File: src/pthl_pkg.sv
// Package for the period timer with hardware limit: offsets, fields, codes
package pthl_pkg;

  // Register indices on the plain register port
  localparam logic [2:0] ADDR_CLK_SEL   = 3'h0;
  localparam logic [2:0] ADDR_CONTROL   = 3'h1;
  localparam logic [2:0] ADDR_LIMIT     = 3'h2;
  localparam logic [2:0] ADDR_RST_SEL   = 3'h3;
  localparam logic [2:0] ADDR_COUNT     = 3'h4;
  localparam logic [2:0] ADDR_PERIOD    = 3'h5;
  localparam logic [2:0] ADDR_STATUS    = 3'h6;

  // Reset values
  localparam logic [7:0] RST_CLK_SEL    = 8'h00;
  localparam logic [7:0] RST_CONTROL    = 8'h00;
  localparam logic [7:0] RST_LIMIT      = 8'h00;
  localparam logic [7:0] RST_RST_SEL    = 8'h00;
  localparam logic [7:0] RST_PERIOD     = 8'hFF;

  // Field positions
  localparam int CTL_ON_BIT    = 7;
  localparam int HLT_PRESCALE_SYNC_BIT = 7;
  localparam int HLT_POL_BIT   = 6;
  localparam int HLT_ESYNC_BIT = 5;

  // Source codes that the logic treats specially
  localparam logic [3:0] CS_RESERVED_A = 4'h7;
  localparam logic [3:0] CS_RESERVED_B = 4'hF;
  localparam logic [3:0] RS_RESERVED   = 4'hF;

  // Level-triggered hardware-limit one-shot mode codes
  localparam logic [4:0] MODE_LVL_OS_LOW  = 5'h16;
  localparam logic [4:0] MODE_LVL_OS_HIGH = 5'h17;

  // Enable-synchronization delay in input clocks
  localparam logic [1:0] ESYNC_DELAY = 2'h2;

endpackage : pthl_pkg

File: src/pthl_timer.sv
// Period timer with hardware limit: registers, prescaler, counter, modes
`timescale 1ns/1ps
`default_nettype none

module pthl_timer (
  // Clock, reset, enable
  input  wire logic        i_clk_sys,
  input  wire logic        i_rst,
  input  wire logic        i_ce,
  // Register port
  input  wire logic [2:0]  i_addr,
  input  wire logic [7:0]  i_wdata,
  input  wire logic        i_wr,
  input  wire logic        i_rd,
  output logic      [7:0]  o_rdata,
  // Clock sources, indexed by clock-source code
  input  wire logic [15:0] i_clk_sources,
  // Reset sources, indexed by reset-source code
  input  wire logic [15:0] i_rst_sources,
  // Instruction-clock enable and processor sleep
  input  wire logic        i_instr_tick,
  input  wire logic        i_sleep,
  // Results
  output logic             o_match,
  output logic             o_irq_flag,
  output logic             o_pwm_start,
  output logic      [7:0]  o_count,
  output logic             o_keep_lf_osc,
  output logic             o_keep_mf_osc,
  output logic             o_keep_hf_osc
);

  ////////////////////////////////////////////////////////////////////////////
  // Registers
  logic [3:0] clk_sel_ff;
  logic [7:0] control_ff;
  logic [7:0] limit_ff;
  logic [3:0] rst_sel_ff;
  logic [7:0] period_ff;
  logic [7:0] count_ff;
  logic [6:0] pre_ff;
  logic [3:0] post_ff;
  logic       irq_ff;
  logic       clk_d_ff;
  logic       ers_d_ff;
  logic [1:0] esync_ff;
  logic       pend_ff;
  logic       running_ff;
  logic [7:0] rdata_ff;
  logic       match_ff;
  logic       pwm_ff;
  logic       clr_pend_ff;

  // Power-of-two prescale mask from the 3-bit field
  function automatic logic [6:0] pthl_pre_mask(input logic [2:0] code);
    pthl_pre_mask = 7'((8'h01 << code) - 8'h01);
  endfunction : pthl_pre_mask

  ////////////////////////////////////////////////////////////////////////////
  // Decoding of fields and inputs
  wire        on_bit     = control_ff[pthl_pkg::CTL_ON_BIT];
  wire [2:0]  in_div     = control_ff[6:4];
  wire [3:0]  out_div    = control_ff[3:0];
  wire        prescale_sync      = limit_ff[pthl_pkg::HLT_PRESCALE_SYNC_BIT];
  wire        edge_pol   = limit_ff[pthl_pkg::HLT_POL_BIT];
  wire        esync      = limit_ff[pthl_pkg::HLT_ESYNC_BIT];
  wire [4:0]  mode       = limit_ff[4:0];
  // Reserved clock codes give no clock
  wire        cs_ok      = (clk_sel_ff != pthl_pkg::CS_RESERVED_A) &&
                           (clk_sel_ff != pthl_pkg::CS_RESERVED_B);
  wire        clk_in     = cs_ok & i_clk_sources[clk_sel_ff];
  // Reserved reset code selects a constant low input
  wire        ers        = (rst_sel_ff != pthl_pkg::RS_RESERVED) &
                           i_rst_sources[rst_sel_ff];
  // Edge on the chosen polarity of the input clock
  wire        clk_rise   = clk_in & ~clk_d_ff;
  wire        clk_fall   = ~clk_in & clk_d_ff;
  wire        in_edge    = edge_pol ? clk_fall : clk_rise;
  // Sleep freezes the timer only with prescale sync set
  wire        frozen     = i_sleep & prescale_sync;
  wire        in_tick    = in_edge & ~frozen;
  wire        pre_done   = (pre_ff == pthl_pre_mask(in_div));
  wire        raw_tick   = in_tick & pre_done;
  // With prescale sync, ticks are held until an instruction-clock enable
  wire        cnt_tick   = prescale_sync ? (pend_ff | raw_tick) & i_instr_tick
                                 : raw_tick;
  wire        lvl_mode   = (mode == pthl_pkg::MODE_LVL_OS_LOW) ||
                           (mode == pthl_pkg::MODE_LVL_OS_HIGH);
  // Reset level: low for 10110, high for 10111
  wire        at_rst_lvl = lvl_mode & (ers == mode[0]);
  wire        enabled    = on_bit & (~esync | (esync_ff == pthl_pkg::ESYNC_DELAY));
  wire        run_now    = enabled & ~at_rst_lvl;
  wire        is_match   = (count_ff == period_ff);
  wire        hit        = cnt_tick & run_now & is_match;
  wire        post_done  = (post_ff == out_div);

  ////////////////////////////////////////////////////////////////////////////
  // Read mux
  wire [7:0] rd_mux =
    (i_addr == pthl_pkg::ADDR_CLK_SEL) ? {4'h0, clk_sel_ff} :
    (i_addr == pthl_pkg::ADDR_CONTROL) ? control_ff :
    (i_addr == pthl_pkg::ADDR_LIMIT)   ? limit_ff :
    (i_addr == pthl_pkg::ADDR_RST_SEL) ? {4'h0, rst_sel_ff} :
    (i_addr == pthl_pkg::ADDR_COUNT)   ? count_ff :
    (i_addr == pthl_pkg::ADDR_PERIOD)  ? period_ff :
    (i_addr == pthl_pkg::ADDR_STATUS)  ? {6'h00, running_ff, irq_ff} :
    8'h00;

  wire wr_ctl  = i_wr & (i_addr == pthl_pkg::ADDR_CONTROL);
  wire wr_stat = i_wr & (i_addr == pthl_pkg::ADDR_STATUS);
  // Software clearing the on bit resets all timer state but the flag
  wire sw_off  = wr_ctl & ~i_wdata[pthl_pkg::CTL_ON_BIT];

  ////////////////////////////////////////////////////////////////////////////
  // Configuration registers; hardware clear of on bit on match in the level one-shot modes
  always_ff @(posedge i_clk_sys or posedge i_rst) begin
    if (i_rst) begin
      clk_sel_ff <= pthl_pkg::RST_CLK_SEL[3:0];
      control_ff <= pthl_pkg::RST_CONTROL;
      limit_ff   <= pthl_pkg::RST_LIMIT;
      rst_sel_ff <= pthl_pkg::RST_RST_SEL[3:0];
      period_ff  <= pthl_pkg::RST_PERIOD;
    end else if (i_ce) begin
      if (i_wr && i_addr == pthl_pkg::ADDR_CLK_SEL) clk_sel_ff <= i_wdata[3:0];
      if (i_wr && i_addr == pthl_pkg::ADDR_LIMIT)   limit_ff   <= i_wdata;
      if (i_wr && i_addr == pthl_pkg::ADDR_RST_SEL) rst_sel_ff <= i_wdata[3:0];
      if (i_wr && i_addr == pthl_pkg::ADDR_PERIOD && !frozen)
        period_ff <= i_wdata;
      if (wr_ctl) control_ff <= i_wdata;
      if (hit && lvl_mode && !wr_ctl)
        control_ff[pthl_pkg::CTL_ON_BIT] <= 1'b0;
    end
  end

  ////////////////////////////////////////////////////////////////////////////
  // Input edge detect, prescaler, enable synchroniser
  always_ff @(posedge i_clk_sys or posedge i_rst) begin
    if (i_rst) begin
      clk_d_ff <= 1'b0;
      pre_ff   <= 7'h00;
      esync_ff <= 2'h0;
      pend_ff  <= 1'b0;
    end else if (i_ce) begin
      clk_d_ff <= clk_in;
      if (!on_bit || sw_off) begin
        pre_ff   <= 7'h00;
        esync_ff <= 2'h0;
        pend_ff  <= 1'b0;
      end else begin
        if (in_tick) pre_ff <= pre_done ? 7'h00 : pre_ff + 7'h01;
        // Two input clocks after on before counting
        if (in_edge && esync_ff != pthl_pkg::ESYNC_DELAY)
          esync_ff <= esync_ff + 2'h1;
        pend_ff <= prescale_sync & (pend_ff | raw_tick) & ~i_instr_tick;
      end
    end
  end

  ////////////////////////////////////////////////////////////////////////////
  // Counter, postscaler, flag, PWM start
  // Match takes effect as a clear on the following clock, which wins over a tick in that clock
  always_ff @(posedge i_clk_sys or posedge i_rst) begin
    if (i_rst) begin
      count_ff    <= 8'h00;
      post_ff     <= 4'h0;
      irq_ff      <= 1'b0;
      running_ff  <= 1'b0;
      match_ff    <= 1'b0;
      pwm_ff      <= 1'b0;
      clr_pend_ff <= 1'b0;
    end else if (i_ce) begin
      match_ff    <= hit;
      pwm_ff      <= run_now & ~running_ff & lvl_mode;
      running_ff  <= run_now & ~(hit & lvl_mode);
      clr_pend_ff <= hit;
      if (at_rst_lvl || (lvl_mode && !on_bit) || sw_off) begin
        count_ff <= 8'h00;
        if (sw_off || !on_bit) post_ff <= 4'h0;
      end else if (clr_pend_ff) begin
        count_ff <= 8'h00;
      end else if (cnt_tick && run_now && !is_match) begin
        count_ff <= count_ff + 8'h01;
      end
      // Postscaler steps once per match; a software stop wins over it
      if (hit && !sw_off)
        post_ff <= post_done ? 4'h0 : post_ff + 4'h1;
      // Hardware set wins over a software clear
      if (hit && post_done) irq_ff <= 1'b1;
      else if (wr_stat && i_wdata[0]) irq_ff <= 1'b0;
    end
  end

  ////////////////////////////////////////////////////////////////////////////
  // Read data, one cycle after the strobe
  always_ff @(posedge i_clk_sys or posedge i_rst) begin
    if (i_rst) rdata_ff <= 8'h00;
    else if (i_ce) rdata_ff <= i_rd ? rd_mux : 8'h00;
  end

  // Outputs
  assign o_rdata     = rdata_ff;
  assign o_match     = match_ff;
  assign o_irq_flag  = irq_ff;
  assign o_pwm_start = pwm_ff;
  assign o_count     = count_ff;
  // Internal oscillators stay alive in sleep when selected and prescale sync is clear
  assign o_keep_lf_osc = i_sleep & ~prescale_sync & (clk_sel_ff == 4'h4);
  assign o_keep_mf_osc = i_sleep & ~prescale_sync &
                         (clk_sel_ff == 4'h5 || clk_sel_ff == 4'h6);
  assign o_keep_hf_osc = i_sleep & ~prescale_sync & (clk_sel_ff == 4'h3);

  ////////////////////////////////////////////////////////////////////////////
  // Assertions
  // Checks look one clock after their cause, except rs_reserved_a (same clock) and match_clr_a (two clocks); clears and software writes
  // that legitimately win are carved out of the antecedent on purpose.

  hold_clear_a: assert property (
    @(posedge i_clk_sys) disable iff (i_rst)
    i_ce && at_rst_lvl |=> count_ff == 8'h00)
    else $error("counter not held clear at reset level");
  start_run_a: assert property (
    @(posedge i_clk_sys) disable iff (i_rst)
    i_ce && run_now && lvl_mode |=> running_ff || match_ff)
    else $error("count did not start");
  match_off_a: assert property (
    @(posedge i_clk_sys) disable iff (i_rst)
    i_ce && hit && lvl_mode && !wr_ctl |=> !control_ff[7])
    else $error("on bit not cleared on match");
  off_hold_a: assert property (
    @(posedge i_clk_sys) disable iff (i_rst)
    i_ce && lvl_mode && !on_bit |=> count_ff == 8'h00)
    else $error("counter not held after off");
  pwm_start_a: assert property (
    @(posedge i_clk_sys) disable iff (i_rst)
    o_pwm_start |-> $past(run_now) && !$past(running_ff))
    else $error("pwm start without count start");
  sleep_hold_a: assert property (
    @(posedge i_clk_sys) disable iff (i_rst)
    i_ce && frozen && !clr_pend_ff && !at_rst_lvl && on_bit
      |=> $stable(count_ff))
    else $error("counter moved in synced sleep");
  irq_set_a: assert property (
    @(posedge i_clk_sys) disable iff (i_rst)
    i_ce && hit && post_done |=> o_irq_flag)
    else $error("flag not raised");
  match_clr_a: assert property (
    @(posedge i_clk_sys) disable iff (i_rst)
    i_ce && hit ##1 i_ce |=> count_ff == 8'h00)
    else $error("counter not cleared after match");
  // Period register is untouchable while frozen
  period_keep_a: assert property (
    @(posedge i_clk_sys) disable iff (i_rst)
    i_ce && frozen |=> $stable(period_ff))
    else $error("period changed in synced sleep");
  // Without prescale sync a tick in sleep still counts
  sleep_run_a: assert property (
    @(posedge i_clk_sys) disable iff (i_rst)
    i_ce && i_sleep && !prescale_sync && raw_tick && run_now && !is_match &&
      !clr_pend_ff && !sw_off
      |=> count_ff == $past(count_ff) + 8'h01)
    else $error("counter stopped in unsynced sleep");
  // Reserved clock codes never produce an edge
  cs_reserved_a: assert property (
    @(posedge i_clk_sys) disable iff (i_rst)
    i_ce && !cs_ok |=> !clk_d_ff)
    else $error("reserved clock code passed a clock");
  // Writing the on bit low clears every counter
  off_reset_a: assert property (
    @(posedge i_clk_sys) disable iff (i_rst)
    i_ce && sw_off
      |=> count_ff == 8'h00 && pre_ff == 7'h00 && post_ff == 4'h0)
    else $error("software stop left state behind");
  // Off means not running
  off_idle_a: assert property (
    @(posedge i_clk_sys) disable iff (i_rst)
    i_ce && !on_bit |=> !running_ff)
    else $error("running while off");
  // Prescaler steps on each accepted edge
  pre_step_a: assert property (
    @(posedge i_clk_sys) disable iff (i_rst)
    i_ce && on_bit && !sw_off && in_tick && !pre_done
      |=> pre_ff == $past(pre_ff) + 7'h01)
    else $error("prescaler did not step");
  // Prescaler wraps at the power-of-two limit
  pre_wrap_a: assert property (
    @(posedge i_clk_sys) disable iff (i_rst)
    i_ce && on_bit && !sw_off && in_tick && pre_done
      |=> pre_ff == 7'h00)
    else $error("prescaler did not wrap");
  // Postscaler steps on each match below its limit
  post_step_a: assert property (
    @(posedge i_clk_sys) disable iff (i_rst)
    i_ce && hit && !post_done && !sw_off |=> post_ff == $past(post_ff) + 4'h1)
    else $error("postscaler did not step");
  // Postscaler wraps after field plus one matches
  post_wrap_a: assert property (
    @(posedge i_clk_sys) disable iff (i_rst)
    i_ce && hit && post_done && !sw_off |=> post_ff == 4'h0)
    else $error("postscaler did not wrap");
  // With prescale sync the count only moves on an instruction tick
  sync_wait_a: assert property (
    @(posedge i_clk_sys) disable iff (i_rst)
    i_ce && prescale_sync && !i_instr_tick && !sw_off && !at_rst_lvl &&
      !(lvl_mode && !on_bit) && !clr_pend_ff
      |=> $stable(count_ff))
    else $error("count moved between instruction ticks");
  // Only an edge of the chosen polarity moves the prescaler
  edge_only_a: assert property (
    @(posedge i_clk_sys) disable iff (i_rst)
    i_ce && on_bit && !sw_off && !in_edge |=> $stable(pre_ff))
    else $error("prescaler moved without an edge");
  // No running before the enable synchroniser completes
  esync_wait_a: assert property (
    @(posedge i_clk_sys) disable iff (i_rst)
    i_ce && esync && esync_ff != pthl_pkg::ESYNC_DELAY |=> !running_ff)
    else $error("ran before enable sync");
  // Synchroniser counts input edges after on
  esync_step_a: assert property (
    @(posedge i_clk_sys) disable iff (i_rst)
    i_ce && on_bit && !sw_off && in_edge && esync_ff != pthl_pkg::ESYNC_DELAY
      |=> esync_ff == $past(esync_ff) + 2'h1)
    else $error("enable sync did not count");
  // Off outside the level modes keeps the count
  halt_keep_a: assert property (
    @(posedge i_clk_sys) disable iff (i_rst)
    i_ce && !lvl_mode && !on_bit && !wr_ctl && !clr_pend_ff
      |=> $stable(count_ff))
    else $error("count changed while halted");
  // Reserved reset code reads as a low input
  rs_reserved_a: assert property (
    @(posedge i_clk_sys) disable iff (i_rst)
    rst_sel_ff == pthl_pkg::RS_RESERVED |-> !ers)
    else $error("reserved reset code passed a level");
  // Counter steps by one on every counting tick
  cnt_step_a: assert property (
    @(posedge i_clk_sys) disable iff (i_rst)
    i_ce && cnt_tick && run_now && !is_match && !clr_pend_ff && !sw_off
      |=> count_ff == $past(count_ff) + 8'h01)
    else $error("counter did not step");
  // Flag moves only on completion or a software clear
  irq_keep_a: assert property (
    @(posedge i_clk_sys) disable iff (i_rst)
    i_ce && !(hit && post_done) && !(wr_stat && i_wdata[0])
      |=> $stable(irq_ff))
    else $error("flag changed without cause");
  // Upper select bits always read zero
  upper_zero_a: assert property (
    @(posedge i_clk_sys) disable iff (i_rst)
    i_ce && i_rd && (i_addr == pthl_pkg::ADDR_CLK_SEL ||
      i_addr == pthl_pkg::ADDR_RST_SEL) |=> o_rdata[7:4] == 4'h0)
    else $error("upper select bits not zero");
  // Read port is zero outside the answer cycle
  rd_idle_a: assert property (
    @(posedge i_clk_sys) disable iff (i_rst)
    i_ce && !i_rd |=> o_rdata == 8'h00)
    else $error("read data outside answer cycle");
  // Count read returns the count of the strobe cycle
  rd_count_a: assert property (
    @(posedge i_clk_sys) disable iff (i_rst)
    i_ce && i_rd && i_addr == pthl_pkg::ADDR_COUNT |=> o_rdata == $past(count_ff))
    else $error("count read wrong");

endmodule : pthl_timer

`default_nettype wire

File: config.mk
export PLATFORM = sky130hd
export DESIGN_NAME = pthl_timer
export DESIGN_NICKNAME = d
export VERILOG_FILES = /design/src/pthl_pkg.sv /design/src/pthl_timer.sv
export SDC_FILE = /design/constraint.sdc
export NUM_CORES = 1
export LEC_CHECK = 0
export ABC_AREA = 1
export ABC_CLOCK_PERIOD_IN_PS = 2000
export BUFFER_PORTS_ARGS = -buffer_cell sky130_fd_sc_hd__buf_2
export CORE_MARGIN = 8
export CORE_UTILIZATION = 30
export CTS_CLUSTER_SIZE = 10
export DETAILED_ROUTE_END_ITERATION = 8
export PLACE_DENSITY = 0.52
export REMOVE_ABC_BUFFERS = 1
export SYNTH_ARGS = -nofsm -noshare
export SYNTH_HDL_FRONTEND = slang
export SYNTH_SLANG_ARGS = --single-unit
File: constraint.sdc
create_clock -name i_clk_sys -period 2 [get_ports i_clk_sys]
set_clock_uncertainty 0.05 [all_clocks]
set_input_delay 0.4 -clock i_clk_sys [delete_from_list [all_inputs] [get_ports i_clk_sys]]
set_output_delay 0.4 -clock i_clk_sys [all_outputs]
set_load 0.01 [all_outputs]
# After elaboration in Yosys (flattened, before gate mapping)
# Cells that the tools add are included.
word_totals:
  inputBits: 50
  register_bits: 67
classes:
  shifts: 1
  reduce_logical: 44
  n_addsub: 5
  order_cmp: 2
  n_mux: 31
  n_bitwise: 38
  eq_ne: 21
op_table:
  columns: ["operator", "count"]
  rows:
  - ["$mux 8", 11]
  - ["$and 1x1->1", 26]
  - ["$mux 7", 3]
  - ["$reduce_and 2->1", 10]
  - ["$mux 4", 4]
  - ["$logic_and 1x1->1", 15]
  - ["$eq 4x3->1 const B", 3]
  - ["$reduce_bool 2->1", 6]
  - ["$eq 5x5->1 const B", 2]
  - ["$lt 4x5->1 const B", 2]
  - ["$not 1->1", 10]
  - ["$eq 3x3->1 const B", 3]
  - ["$add 8x1->8 const B", 1]
  - ["$bmux 1 s4", 2]
  - ["$eq 8x8->1", 1]
  - ["$mux 1", 8]
  - ["$ne 4x4->1 const B", 2]
  - ["$add 7x1->7 const B", 1]
  - ["$eq 7x7->1", 1]
  - ["$shl 1x3->7 const A", 1]
  - ["$sub 7x1->7 const B", 1]
  - ["$eq 3x2->1 const B", 2]
  - ["$mux 2", 3]
  - ["$logic_not 1->1", 5]
  - ["14 further kinds", 19]

# Logic depth before layout (Yosys ltp)
# Gate-level depths: netlist (run 1).
depth:
  depth_word: 17
  mapped_depth: 19

# Least setup slack after synthesis (run 1)
# OpenSTA, ideal clock, no wires.
synth_timing:
  kind: "register -> register"
  from: "register control_ff[6]"
  to: "register control_ff[7]"
  period_less_slack_ns: 1.932
  arrival_ns: 1.766
  path_buffers: 1
  required_time_ns: 1.833
  setup_slack_ns: 0.068
  stages_incl_launch_ff: 16
  setup_ns: 0.117
  cell_sequence: "dfrtp_1 -> buf_4 -> nor2_2 -> nand2_1 -> xor2_1 -> nand4_1 -> nor2_2 -> nand3_2 -> nand2_2 -> nand3_2 -> nand2_4 -> nand2_1 -> nor2_1 -> nand2_1 -> nand2_1 -> nand2_1"
synth_between:
  elab_chain_len: 13
synth_lines:
  columns: ["element", "line_no", "rtl"]
  rows:
  - ["start: declaration", "pthl_timer.sv:36", "logic [7:0] control_ff;"]
  - ["start signal: assignment", "pthl_timer.sv:119", "control_ff <= pthl_pkg::RST_CONTROL;"]
  - ["start signal: assignment", "pthl_timer.sv:129", "if (wr_ctl) control_ff <= i_wdata;"]
  - ["$shl 1x3->7 (*)", "pthl_timer.sv:56", "pthl_pre_mask = 7'((8'h01 << code) - 8'h01);"]
  - ["$sub 7x1->7 (*)", "pthl_timer.sv:56", null]
  - ["$eq 7x7->1 (*)", "pthl_timer.sv:82", "wire pre_done = (pre_ff == pthl_pre_mask(in_div));"]
  - ["$and 1x1->1 (*)", "pthl_timer.sv:83", "wire raw_tick = in_tick & pre_done;"]
  - ["$or 1x1->1", "pthl_timer.sv:85", "wire cnt_tick = prescale_sync ? (pend_ff | raw_tick) & i_instr_tick"]
  - ["$and 1x1->1", "pthl_timer.sv:85", null]
  - ["$mux 1 (*)", "pthl_timer.sv:85", null]
  - ["$and 1x1->1 (*) (2 in a row)", "pthl_timer.sv:94", "wire hit = cnt_tick & run_now & is_match;"]
  - ["$logic_and 1x1->1 (*) (2 in a row)", "pthl_timer.sv:130", "if (hit && lvl_mode && !wr_ctl)"]
  - ["$reduce_bool 2->1 (no source line)", null, null]
  - ["$reduce_and 2->1 (no source line)", null, null]
# Every way passes the cells marked *; elsewhere a longest branch is shown, timed or not.
# A chain may end at the register's enable or synchronous reset.

# Worst setup path in the final report (run 1)
layout_timing:
  from: "register clk_sel_ff[0]"
  to: "register control_ff[7]"
layout_between:
  elab_chain_len: 17
layout_lines:
  columns: ["element", "line_no", "rtl"]
  rows:
  - ["start: declaration", "pthl_timer.sv:35", "logic [3:0] clk_sel_ff;"]
  - ["start signal: assignment", "pthl_timer.sv:118", "clk_sel_ff <= pthl_pkg::RST_CLK_SEL[3:0];"]
  - ["start signal: assignment", "pthl_timer.sv:124", "if (i_wr && i_addr == pthl_pkg::ADDR_CLK_SEL) clk_sel_ff <= i_wdata[3:0];"]
  - ["$bmux 1 s4 (tied with other cells)", "pthl_timer.sv:71", "wire clk_in = cs_ok & i_clk_sources[clk_sel_ff];"]
  - ["$mux 1 (not written as such) / $logic_and 1x1->1 (equally long branches)", "pthl_timer.sv:71, pthl_timer.sv:69", null]
  - ["$and 1x1->1 (*)", "pthl_timer.sv:71", null]
  - ["$not 1->1", "pthl_timer.sv:77", "wire clk_fall = ~clk_in & clk_d_ff;"]
  - ["$and 1x1->1", "pthl_timer.sv:77", null]
  - ["$mux 1 (*)", "pthl_timer.sv:78", "wire in_edge = edge_pol ? clk_fall : clk_rise;"]
  - ["$and 1x1->1 (*)", "pthl_timer.sv:81", "wire in_tick = in_edge & ~frozen;"]
  - ["$and 1x1->1 (*)", "pthl_timer.sv:83", null]
  - ["$or 1x1->1", "pthl_timer.sv:85", null]
  - ["$and 1x1->1", "pthl_timer.sv:85", null]
  - ["$mux 1 (*)", "pthl_timer.sv:85", null]
  - ["$and 1x1->1 (*) (2 in a row)", "pthl_timer.sv:94", null]
  - ["$logic_and 1x1->1 (*) (2 in a row)", "pthl_timer.sv:130", null]
  - ["$reduce_bool 2->1 (no source line)", null, null]
  - ["$reduce_and 2->1 (no source line)", null, null]
# Every way passes the cells marked *; elsewhere a longest branch is shown, timed or not. The select of a mux whose other input is x is not followed.

==> flow_metrics.tcl, run 1 <==
set metrics [dict create \
    cts-root-buf "clkbuf_16" \
    ff2ff_setup_slack_ns -0.15 \
    timing.fmax_ghz 0.4652 \
    fp.dieH_um 132.6 \
    drive_gt1_share_pct 32.32 \
    drc 0 \
    syn_area_mm2 0.004075 \
    peakVddDrop_mv 0.5290 \
    synth_cells 555 \
    placed_cell_area_mm2 0.005025 \
    cts.sinks 67 \
    vias_per_cell 4.906 \
    antenna_found_initial 0 \
    min_path_type "in2async" \
    r2r-start "clk_sel_ff[0]" \
    ff2ff_path_depth 19 \
    clockBufferDepth 2 \
    mostFrequentLayoutCell "nand2_1" \
    dpl.hpwl_um 10420 \
    min_period_ns 2.150 \
    fin_cells 869 \
    p_leak_nw 2.817 \
    p_per_area_mw_per_mm2 1019 \
    num_vias 4263 \
    critPathCaptureType "flop" \
    r2r_end "control_ff[7]" \
    yosysWarnings 0 \
    start_kind "flop" \
    finalWeightedCongestion 0.8486 \
    cts_htree_levels 3 \
    final_cell_area_mm2 0.005653 \
    rsz0062_at_grt "true" \
    setup_viol 23 \
    regArea_mm2 0.001692 \
    io_buffers 68 \
    power_mw 5.758 \
    required_ns 2.18 \
    relSlewSlack_pct 63.30 \
    status "finished, violations left" \
    place_inst 844 \
    finalHoldViolations 0 \
    clock_latency_ns 0.34 \
    fin_util_pct 42.69 \
    crit_type "reg2reg" \
    synth_seq_cells 67 \
    ys_seq_area_share_pct 41.39 \
    io_pins 72 \
    grt_max_degree 23 \
    synth.top_cell.area_share_pct 36.23 \
    synth_flop_cell "dfrtp_1" \
    post-route-period-util_pct 107.5 \
    crit_path_start "clk_sel_ff[0]" \
    drt_wl_total_um 13630 \
    critPathMaxFanout 7 \
    multi_input_area_mm2 0.002273 \
    routedWlPerCell_um 15.69 \
    layout_common_cells "148 x nand2_1, 68 x inv_1, 68 x buf_2" \
    tightest_slew_ns 0.5500 \
    syn_area_per_cell_um2 7.343 \
    antenna_cells 0 \
    whs_ns 0.01525 \
    die-area_mm2 0.01757 \
    core_mm2 0.01324 \
    cts_tree "yes" \
    nNetsFinal 742 \
    ant_nets 0 \
    cts_hold_buf 0 \
    slew_violations 0 \
    ys_types 43 \
    max-cap-violations 0 \
    drt-initial-drc-count 172 \
    syn_to_final_growth_pct 38.72 \
    first_pass_iters 5 \
    synth_edf_count 0 \
    numCtsBuffers 9 \
    grt_pass1_wl_um 22270 \
    grt_pass1_vias 4411 \
    path_clk_slew_ns 0.06 \
    rows 42 \
    violations "negative setup slack" \
    synth_area_leaders "dfrtp_1 36%, nand2_1 15%, inv_1 6.4%" \
    die_w_um 132.6 \
    dp_slack_ns -0.1862 \
    fillers 1377 \
    yosys.area.top_type "dfrtp_1" \
    grt-ovfl-total 0 \
    async_flop_share_pct 100.0 \
    setup_ws_ns -0.1497 \
    worstPathArrival_ns 2.33 \
    setup_tns_ns -2.183 \
    grt.total_usage_pct 15.78 \
    initial_core_util_pct 30.77 \
]
-- logic make-up (layout without fill, tap and decap cells) --
logic type               count (synthesis)  in the layout  share of synthesized area, %
AO/OA/AOI/OAI                          100            100                         14.55
buffers and inverters                   87            224                         8.382
adder cells (fa/ha/maj)                  4              4                         1.228
XOR/XNOR                                20             20                         4.298
AND/OR/NAND/NOR                        277            278                         30.15
flip-flops                              67             67                         41.39
-- worst max-delay path by stage --
stage	to	slack, ns	cells past startpoint
after floorplan	clk_d_ff	-0.12	1
after CTS	post_ff[2]	-0.07	18
after detailed placement	control_ff[7]	-0.19	19
after global placement	control_ff[7]	-0.15	19
after global routing	post_ff[1]	-0.32	17
final	control_ff[7]	-0.15	19
-- critical path: stages, from the launching register on --
cell and delay [ns]:
dfrtp_2 0.48, buf_6 0.16, nand2_2 0.04, nand2_1 0.04, nand2_1 0.05, nand2_1 0.06
nand2_1 0.07, nand3_2 0.09, nand2_2 0.09, nand2_2 0.06, nand2_4 0.08, nand3_2 0.07
nand2_2 0.08, nand3_2 0.09, nand2_4 0.14, nand2_4 0.10, nor2_4 0.13, nand2_1 0.07
nand2_1 0.06, nand2_1 0.04
-- Yosys cell counts, types with 2 or more instances --
| master | count |
|---|---|
| nand2_1 | 165 |
| inv_1 | 70 |
| dfrtp_1 | 59 |
| o21ai_0 | 44 |
| nor2_1 | 35 |
| nand3_1 | 32 |
| xor2_1 | 18 |
| a21oi_1 | 13 |
| nand4_1 | 12 |
| nor3_1 | 12 |
| dfstp_2 | 8 |
| o22ai_1 | 8 |
| a211oi_1 | 6 |
| inv_2 | 6 |
| o211ai_1 | 6 |
| o21ai_1 | 6 |
| o31ai_1 | 6 |
| clkbuf_1 | 4 |
| ha_1 | 4 |
| nand2_2 | 4 |
| nor4_1 | 4 |
| buf_2 | 3 |
| buf_4 | 3 |
| nand3_2 | 3 |
| a221oi_1 | 2 |
| nand2_4 | 2 |
| nor2_2 | 2 |
| o2111ai_1 | 2 |
| xnor2_1 | 2 |
-- layout make-up --
| cell class | count | share of cell area, % |
|---|---|---|
| clock buffer | 10 | 4.050 |
| multi-input combinational | 402 | 40.22 |
| tap | 176 | 3.896 |
| inverter | 76 | 5.224 |
| timing repair inverter | 1 | 0.1328 |
| timing repair buffer | 131 | 14.96 |
| clock inverter | 6 | 1.594 |
| sequential | 67 | 29.92 |
-- per-layer routing --
| metal | GRT usage [%] | vias up | share of wire, % |
|---|---|---|---|
| li1 | - | 2101 | - |
| met1 | 19.30 | 2046 | 45 |
| met2 | 26.43 | 101 | 49 |
| met3 | 4.050 | 15 | 4.6 |
| met4 | 5.174 | 0 | 1.6 |
| met5 | 0 | - | 0 |
-- repair_timing --
action	4_1_cts	5_1_grt
cloned	2	0
gates resized for setup	26	41
endpoints found under the hold margin	0	0
endpoints found under the setup margin	23	28
pin swaps	4	8
setup buffers	5	2
-- registers in the layout, indices dropped and copies added, names as in the netlist, 7 cells and up --
signal / count
o_rdata: 8
period_ff: 8
o_count: 8
pre_ff: 7
limit_ff: 8
control_ff: 8
-- power by group --
part	total (mW)	leakage [nW]	internal (mW)	switching, mW
sequential	1.97	0.848	1.66	0.301
clock	1.73	0.153	1.09	0.636
combinational	2.06	1.82	0.888	1.17
total	5.76	2.82	3.65	2.11
Note: power is estimated with default switching activity, not from simulation.
==> run 2, diff against run 1 <==
--- a/config.mk
+++ b/config.mk
@@ -8,6 +8,8 @@
 export ABC_AREA = 1
 export ABC_CLOCK_PERIOD_IN_PS = 2000
 export BUFFER_PORTS_ARGS = -buffer_cell sky130_fd_sc_hd__buf_2
+export CAP_MARGIN = 30
+export CORE_ASPECT_RATIO = 0.75
 export CORE_MARGIN = 8
 export CORE_UTILIZATION = 30
 export CTS_CLUSTER_SIZE = 10
==> flow_metrics.tcl, run 2 (synthesized netlist as in run 1, its figures left out) <==
set metrics [dict create \
    grt_max_degree 34 \
    critPathCaptureType "flop" \
    clock_latency_ns 0.34 \
    rsz0062_at_grt "true" \
    io_buffers 68 \
    ff2ff_path_depth 17 \
    nNetsFinal 745 \
    placed_cell_area_mm2 0.004966 \
    finalHoldViolations 0 \
    crit_path_start "clk_sel_ff[0]" \
    p_leak_nw 2.819 \
    start_kind "flop" \
    dpl.hpwl_um 10290 \
    vias_per_cell 4.831 \
    io_pins 72 \
    worstPathArrival_ns 2.36 \
    ant_nets 0 \
    cpPeakStageDelay_ns 0.46 \
    cp.buffers_inverters 4 \
    max-cap-violations 0 \
    cts_htree_levels 3 \
    cts_tree "yes" \
    grt-ovfl-total 0 \
    grt_pass1_wl_um 22000 \
    slew_violations 0 \
    syn_to_final_growth_pct 37.46 \
    final_cell_area_mm2 0.005602 \
    cts-root-buf "clkbuf_16" \
    core_mm2 0.01347 \
    antenna_found_initial 0 \
    worstPathCellList "buf_4, nand3_1, nand3_1, nand2_1, nand3_2, nand2_2, nand2_2, nand2_4, buf_4, buf_6, nand2_2, nand2_2, nand2_4, inv_4, nand3_2, xor2_1, a21oi_1" \
    num_vias 4208 \
    violations "negative setup slack" \
    first_pass_iters 4 \
    r2r_end "pre_ff[5]" \
    crit_family "simple AND/OR/NAND/NOR gates" \
    fin_util_pct 41.58 \
    r2r-start "clk_sel_ff[0]" \
    min_period_ns 2.140 \
    finalWeightedCongestion 0.8613 \
    drt_wl_total_um 13430 \
    numCtsBuffers 9 \
    routedWlPerCell_um 15.42 \
    clockBufferDepth 2 \
    antenna_cells 0 \
    required_ns 2.22 \
    peakVddDrop_mv 0.4943 \
    setup_tns_ns -2.173 \
    path_clk_slew_ns 0.06 \
    fp.dieH_um 116.9 \
    relSlewSlack_pct 60.42 \
    tightest_slew_ns 0.5930 \
    grt_pass1_vias 4309 \
    timing.fmax_ghz 0.4673 \
    critPathMaxFanout 6 \
    mostFrequentLayoutCell "nand2_1" \
    p_per_area_mw_per_mm2 1022 \
    drive_gt1_share_pct 30.89 \
    critPathMostFrequentCell "nand2_2" \
    ff2ff_setup_slack_ns -0.14 \
    initial_core_util_pct 30.25 \
    power_mw 5.726 \
    dp_slack_ns -0.1977 \
    grt.total_usage_pct 16.11 \
    rows 37 \
    die-area_mm2 0.01761 \
    layout_common_cells "150 x nand2_1, 68 x inv_1, 68 x buf_2" \
    drt-initial-drc-count 211 \
    cp_slowest_cell "dfrtp_2" \
    drc 0 \
    setup_ws_ns -0.1399 \
    cts.sinks 67 \
    post-route-period-util_pct 107.0 \
    setup_viol 26 \
    crit_type "reg2reg" \
    min_path_type "in2async" \
    status "finished, violations left" \
    die_w_um 150.6 \
]
==> run 2: stage by stage <==
| stage | instances | hold slack [ns] |
|---|---|---|
| global route | 871 | 0.05525 |
| CTS | 869 | 0.03087 |
| global placement | 837 | 0.3874 |
| detailed placement | 837 | 0.3932 |
| finish | 871 | 0.01746 |
| floorplan | 544 | 0.3795 |
==> run 2: power by group <==
part | internal, mW | total, mW | switching (mW)
registers | 1.66 | 1.97 | 0.310
clock network | 1.03 | 1.62 | 0.583
logic | 0.956 | 2.14 | 1.18
==> run 2: worst max path at each step <==
stage,end,cells past startpoint,slack (ns)
6_report,pre_ff[5],17,-0.14
5_1_grt,o_count[3],18,-0.29
4_1_cts,o_count[2],18,-0.12
3_5_place_dp,control_ff[7],19,-0.20
3_3_place_gp,control_ff[7],19,-0.16
2_1_floorplan,clk_d_ff,1,-0.12
==> run 2: timing repair <==
item,4_1_cts,5_1_grt
setup buffers,15,2
gates cloned,1,0
setup endpoints to repair,24,29
pin swaps,9,9
hold buffers,0,0
resized for setup,24,36
==> run 2: metal layers <==
metal / track usage (%) / share of wire, %
met1: 22.74 / 52
met2: 23.64 / 42
met5: 0 / 0
met4: 5.325 / 1.3
met3: 3.957 / 5.2
==> run 2: final cells by class <==
cell class,instances,area [µm²]
Multi-Input combinational cell,402,2226
Timing Repair Buffer,135,874.6
Tap cell,175,219.0
Clock inverter,2,35.03
Inverter,76,292.8
Sequential cell,67,1690
Fill cell,1414,7870
Clock buffer,14,264.0
==> run 3, diff against run 2 <==
--- a/config.mk
+++ b/config.mk
@@ -6,15 +6,15 @@
 export NUM_CORES = 1
 export LEC_CHECK = 0
 export ABC_AREA = 1
-export ABC_CLOCK_PERIOD_IN_PS = 2000
+export ABC_CLOCK_PERIOD_IN_PS = 2570
 export BUFFER_PORTS_ARGS = -buffer_cell sky130_fd_sc_hd__buf_2
 export CAP_MARGIN = 30
 export CORE_ASPECT_RATIO = 0.75
 export CORE_MARGIN = 8
-export CORE_UTILIZATION = 30
+export CORE_UTILIZATION = 60
 export CTS_CLUSTER_SIZE = 10
 export DETAILED_ROUTE_END_ITERATION = 8
-export PLACE_DENSITY = 0.52
+export PLACE_DENSITY = 0.87
 export REMOVE_ABC_BUFFERS = 1
 export SYNTH_ARGS = -nofsm -noshare
 export SYNTH_HDL_FRONTEND = slang
==> constraint.sdc (replaced) <==
create_clock -name i_clk_sys -period 2.57 [get_ports i_clk_sys]
set_clock_uncertainty 0.05 [all_clocks]
set_input_delay 0.514 -clock i_clk_sys [delete_from_list [all_inputs] [get_ports i_clk_sys]]
set_output_delay 0.514 -clock i_clk_sys [all_outputs]
set_load 0.01 [all_outputs]
==> flow_metrics.tcl, run 3 (synthesized netlist as in run 1, its figures left out) <==
set metrics [dict create \
    crit_type "reg2reg" \
    grt-ovfl-total 0 \
    grt.total_usage_pct 23.45 \
    p_leak_nw 2.379 \
    slew_violations 0 \
    min_period_ns 2.268 \
    critPathCaptureType "flop" \
    post-cts-setup-buffers 0 \
    clockBufferDepth 2 \
    cts-root-buf "clkbuf_8" \
    core_mm2 0.006701 \
    tightest_slew_ns 0.7035 \
    antenna_found_initial 0 \
    dpl.hpwl_um 8536 \
    cts_hold_buf 0 \
    whs_ns 0.1682 \
    grt_pass1_wl_um 18450 \
    status "completed" \
    num_vias 4105 \
    cts_tree "yes" \
    cp_slowest_cell "dfrtp_1" \
    mostFrequentLayoutCell "nand2_1" \
    fp.dieH_um 87.37 \
    drt-initial-drc-count 392 \
    critPathMostFrequentCell "nand2_1" \
    drive_gt1_share_pct 18.35 \
    nNetsFinal 681 \
    die_w_um 111.2 \
    finalHoldViolations 0 \
    start_kind "flop" \
    io_pins 72 \
    antenna_cells 0 \
    min_path_type "in2async" \
    clock_latency_ns 0.35 \
    rsz0062_at_grt "false" \
    initial_core_util_pct 60.81 \
    cts_htree_levels 3 \
    numCtsBuffers 9 \
    finalWeightedCongestion 0.9549 \
    rows 26 \
    required_ns 2.76 \
    cpPeakStageDelay_ns 0.49 \
    vias_per_cell 5.733 \
    crit_family "simple AND/OR/NAND/NOR gates" \
    worstPathCellList "inv_2, a21boi_0, o211ai_1, nand3_1, nand2_1, nand2_1, nand3_2, nand2_1, nor2_1, nand2_1, nor2_1, nand2_1, nand2_1, nand2_1" \
    die-area_mm2 0.009712 \
    setup_viol 0 \
    max-cap-violations 0 \
    peakVddDrop_mv 0.4082 \
    setup_tns_ns 0 \
    syn_to_final_growth_pct 14.40 \
    drt_wl_total_um 11180 \
    cts.sinks 67 \
    worstPathArrival_ns 2.45 \
    post-route-period-util_pct 88.23 \
    grt_max_degree 42 \
    layout_common_cells "165 x nand2_1, 69 x inv_1, 68 x buf_2" \
    relSlewSlack_pct 52.51 \
    p_per_area_mw_per_mm2 743.5 \
    grt_pass1_vias 3836 \
    first_pass_iters 5 \
    drc 0 \
    ant_nets 0 \
    io_buffers 68 \
    routedWlPerCell_um 15.61 \
    critPathMaxFanout 9 \
    path_clk_slew_ns 0.07 \
    cp.buffers_inverters 1 \
    timing.fmax_ghz 0.4410 \
]
[run 3: cell count changes in the layout (fill, tap and decap cells not counted), sizes merged]
cell / previous run / this run
clkinv: 1 / 3
buf: 135 / 72
nand4: 14 / 13
clkbuf: 14 / 13
bufinv: 1 / 0
[run 3: final timing paths]
kind                       slack (ns)          start  cells past startpoint            end
min reg2reg                      0.43     running_ff                      1    o_pwm_start
max in group asynchronous        1.62          i_rst                      3   period_ff[6]
max reg2reg                      0.30  rst_sel_ff[0]                     14  control_ff[7]
min in group i_clk_sys           0.34   i_instr_tick                      2        pend_ff
min                              0.17          i_rst                      2  clk_sel_ff[1]
max                              0.30  rst_sel_ff[0]                     14  control_ff[7]
[run 3: power by group]
| part | internal [mW] | switching, mW |
|---|---|---|
| sequential | 1.29 | 0.311 |
| clock | 0.346 | 0.384 |
| combinational | 0.439 | 0.695 |
[run 3: per-stage QoR]
stage | std cells | total power [mW] | setup slack [ns] | area [µm²] | util (%)
final | 716 | 3.466 | 0.3024 | 4662 | 69.57
after global routing | 716 | 3.698 | 0.004857 | 4662 | 69.57
after CTS | 716 | 3.453 | 0.2873 | 4661 | 69.55
after detailed placement | 700 | 2.722 | 0.2982 | 4507 | 67.25
after global placement | 700 | 2.652 | 0.3403 | 4507 | 67.25
after floorplan | 544 | 2.317 | 0.3361 | 4019 | -
[run 3: metal layers]
layer | up-vias | GRT usage (%) | wire length, µm
li1 | 1977 | - | -
met1 | 1926 | 30.31 | 5040
met2 | 185 | 37.57 | 5059
met3 | 17 | 7.163 | 901
met4 | 0 | 5.790 | 178
met5 | - | 0 | 0
[run 3: repair_timing]
item | in CTS | in global routing
hold endpoints to repair | 0 | 0
setup endpoints to repair | 0 | 5
gates resized for setup | 0 | 1
[run 3: final cells by class]
| class | instances | area [µm²] |
|---|---|---|
| clock buffer | 13 | 138.9 |
| tap | 84 | 105.1 |
| multi-input combinational | 401 | 2047 |
| inverter | 76 | 285.3 |
| sequential | 67 | 1688 |
| clock inverter | 3 | 15.01 |
| timing repair buffer | 72 | 382.9 |
| fill | 553 | 2039 |
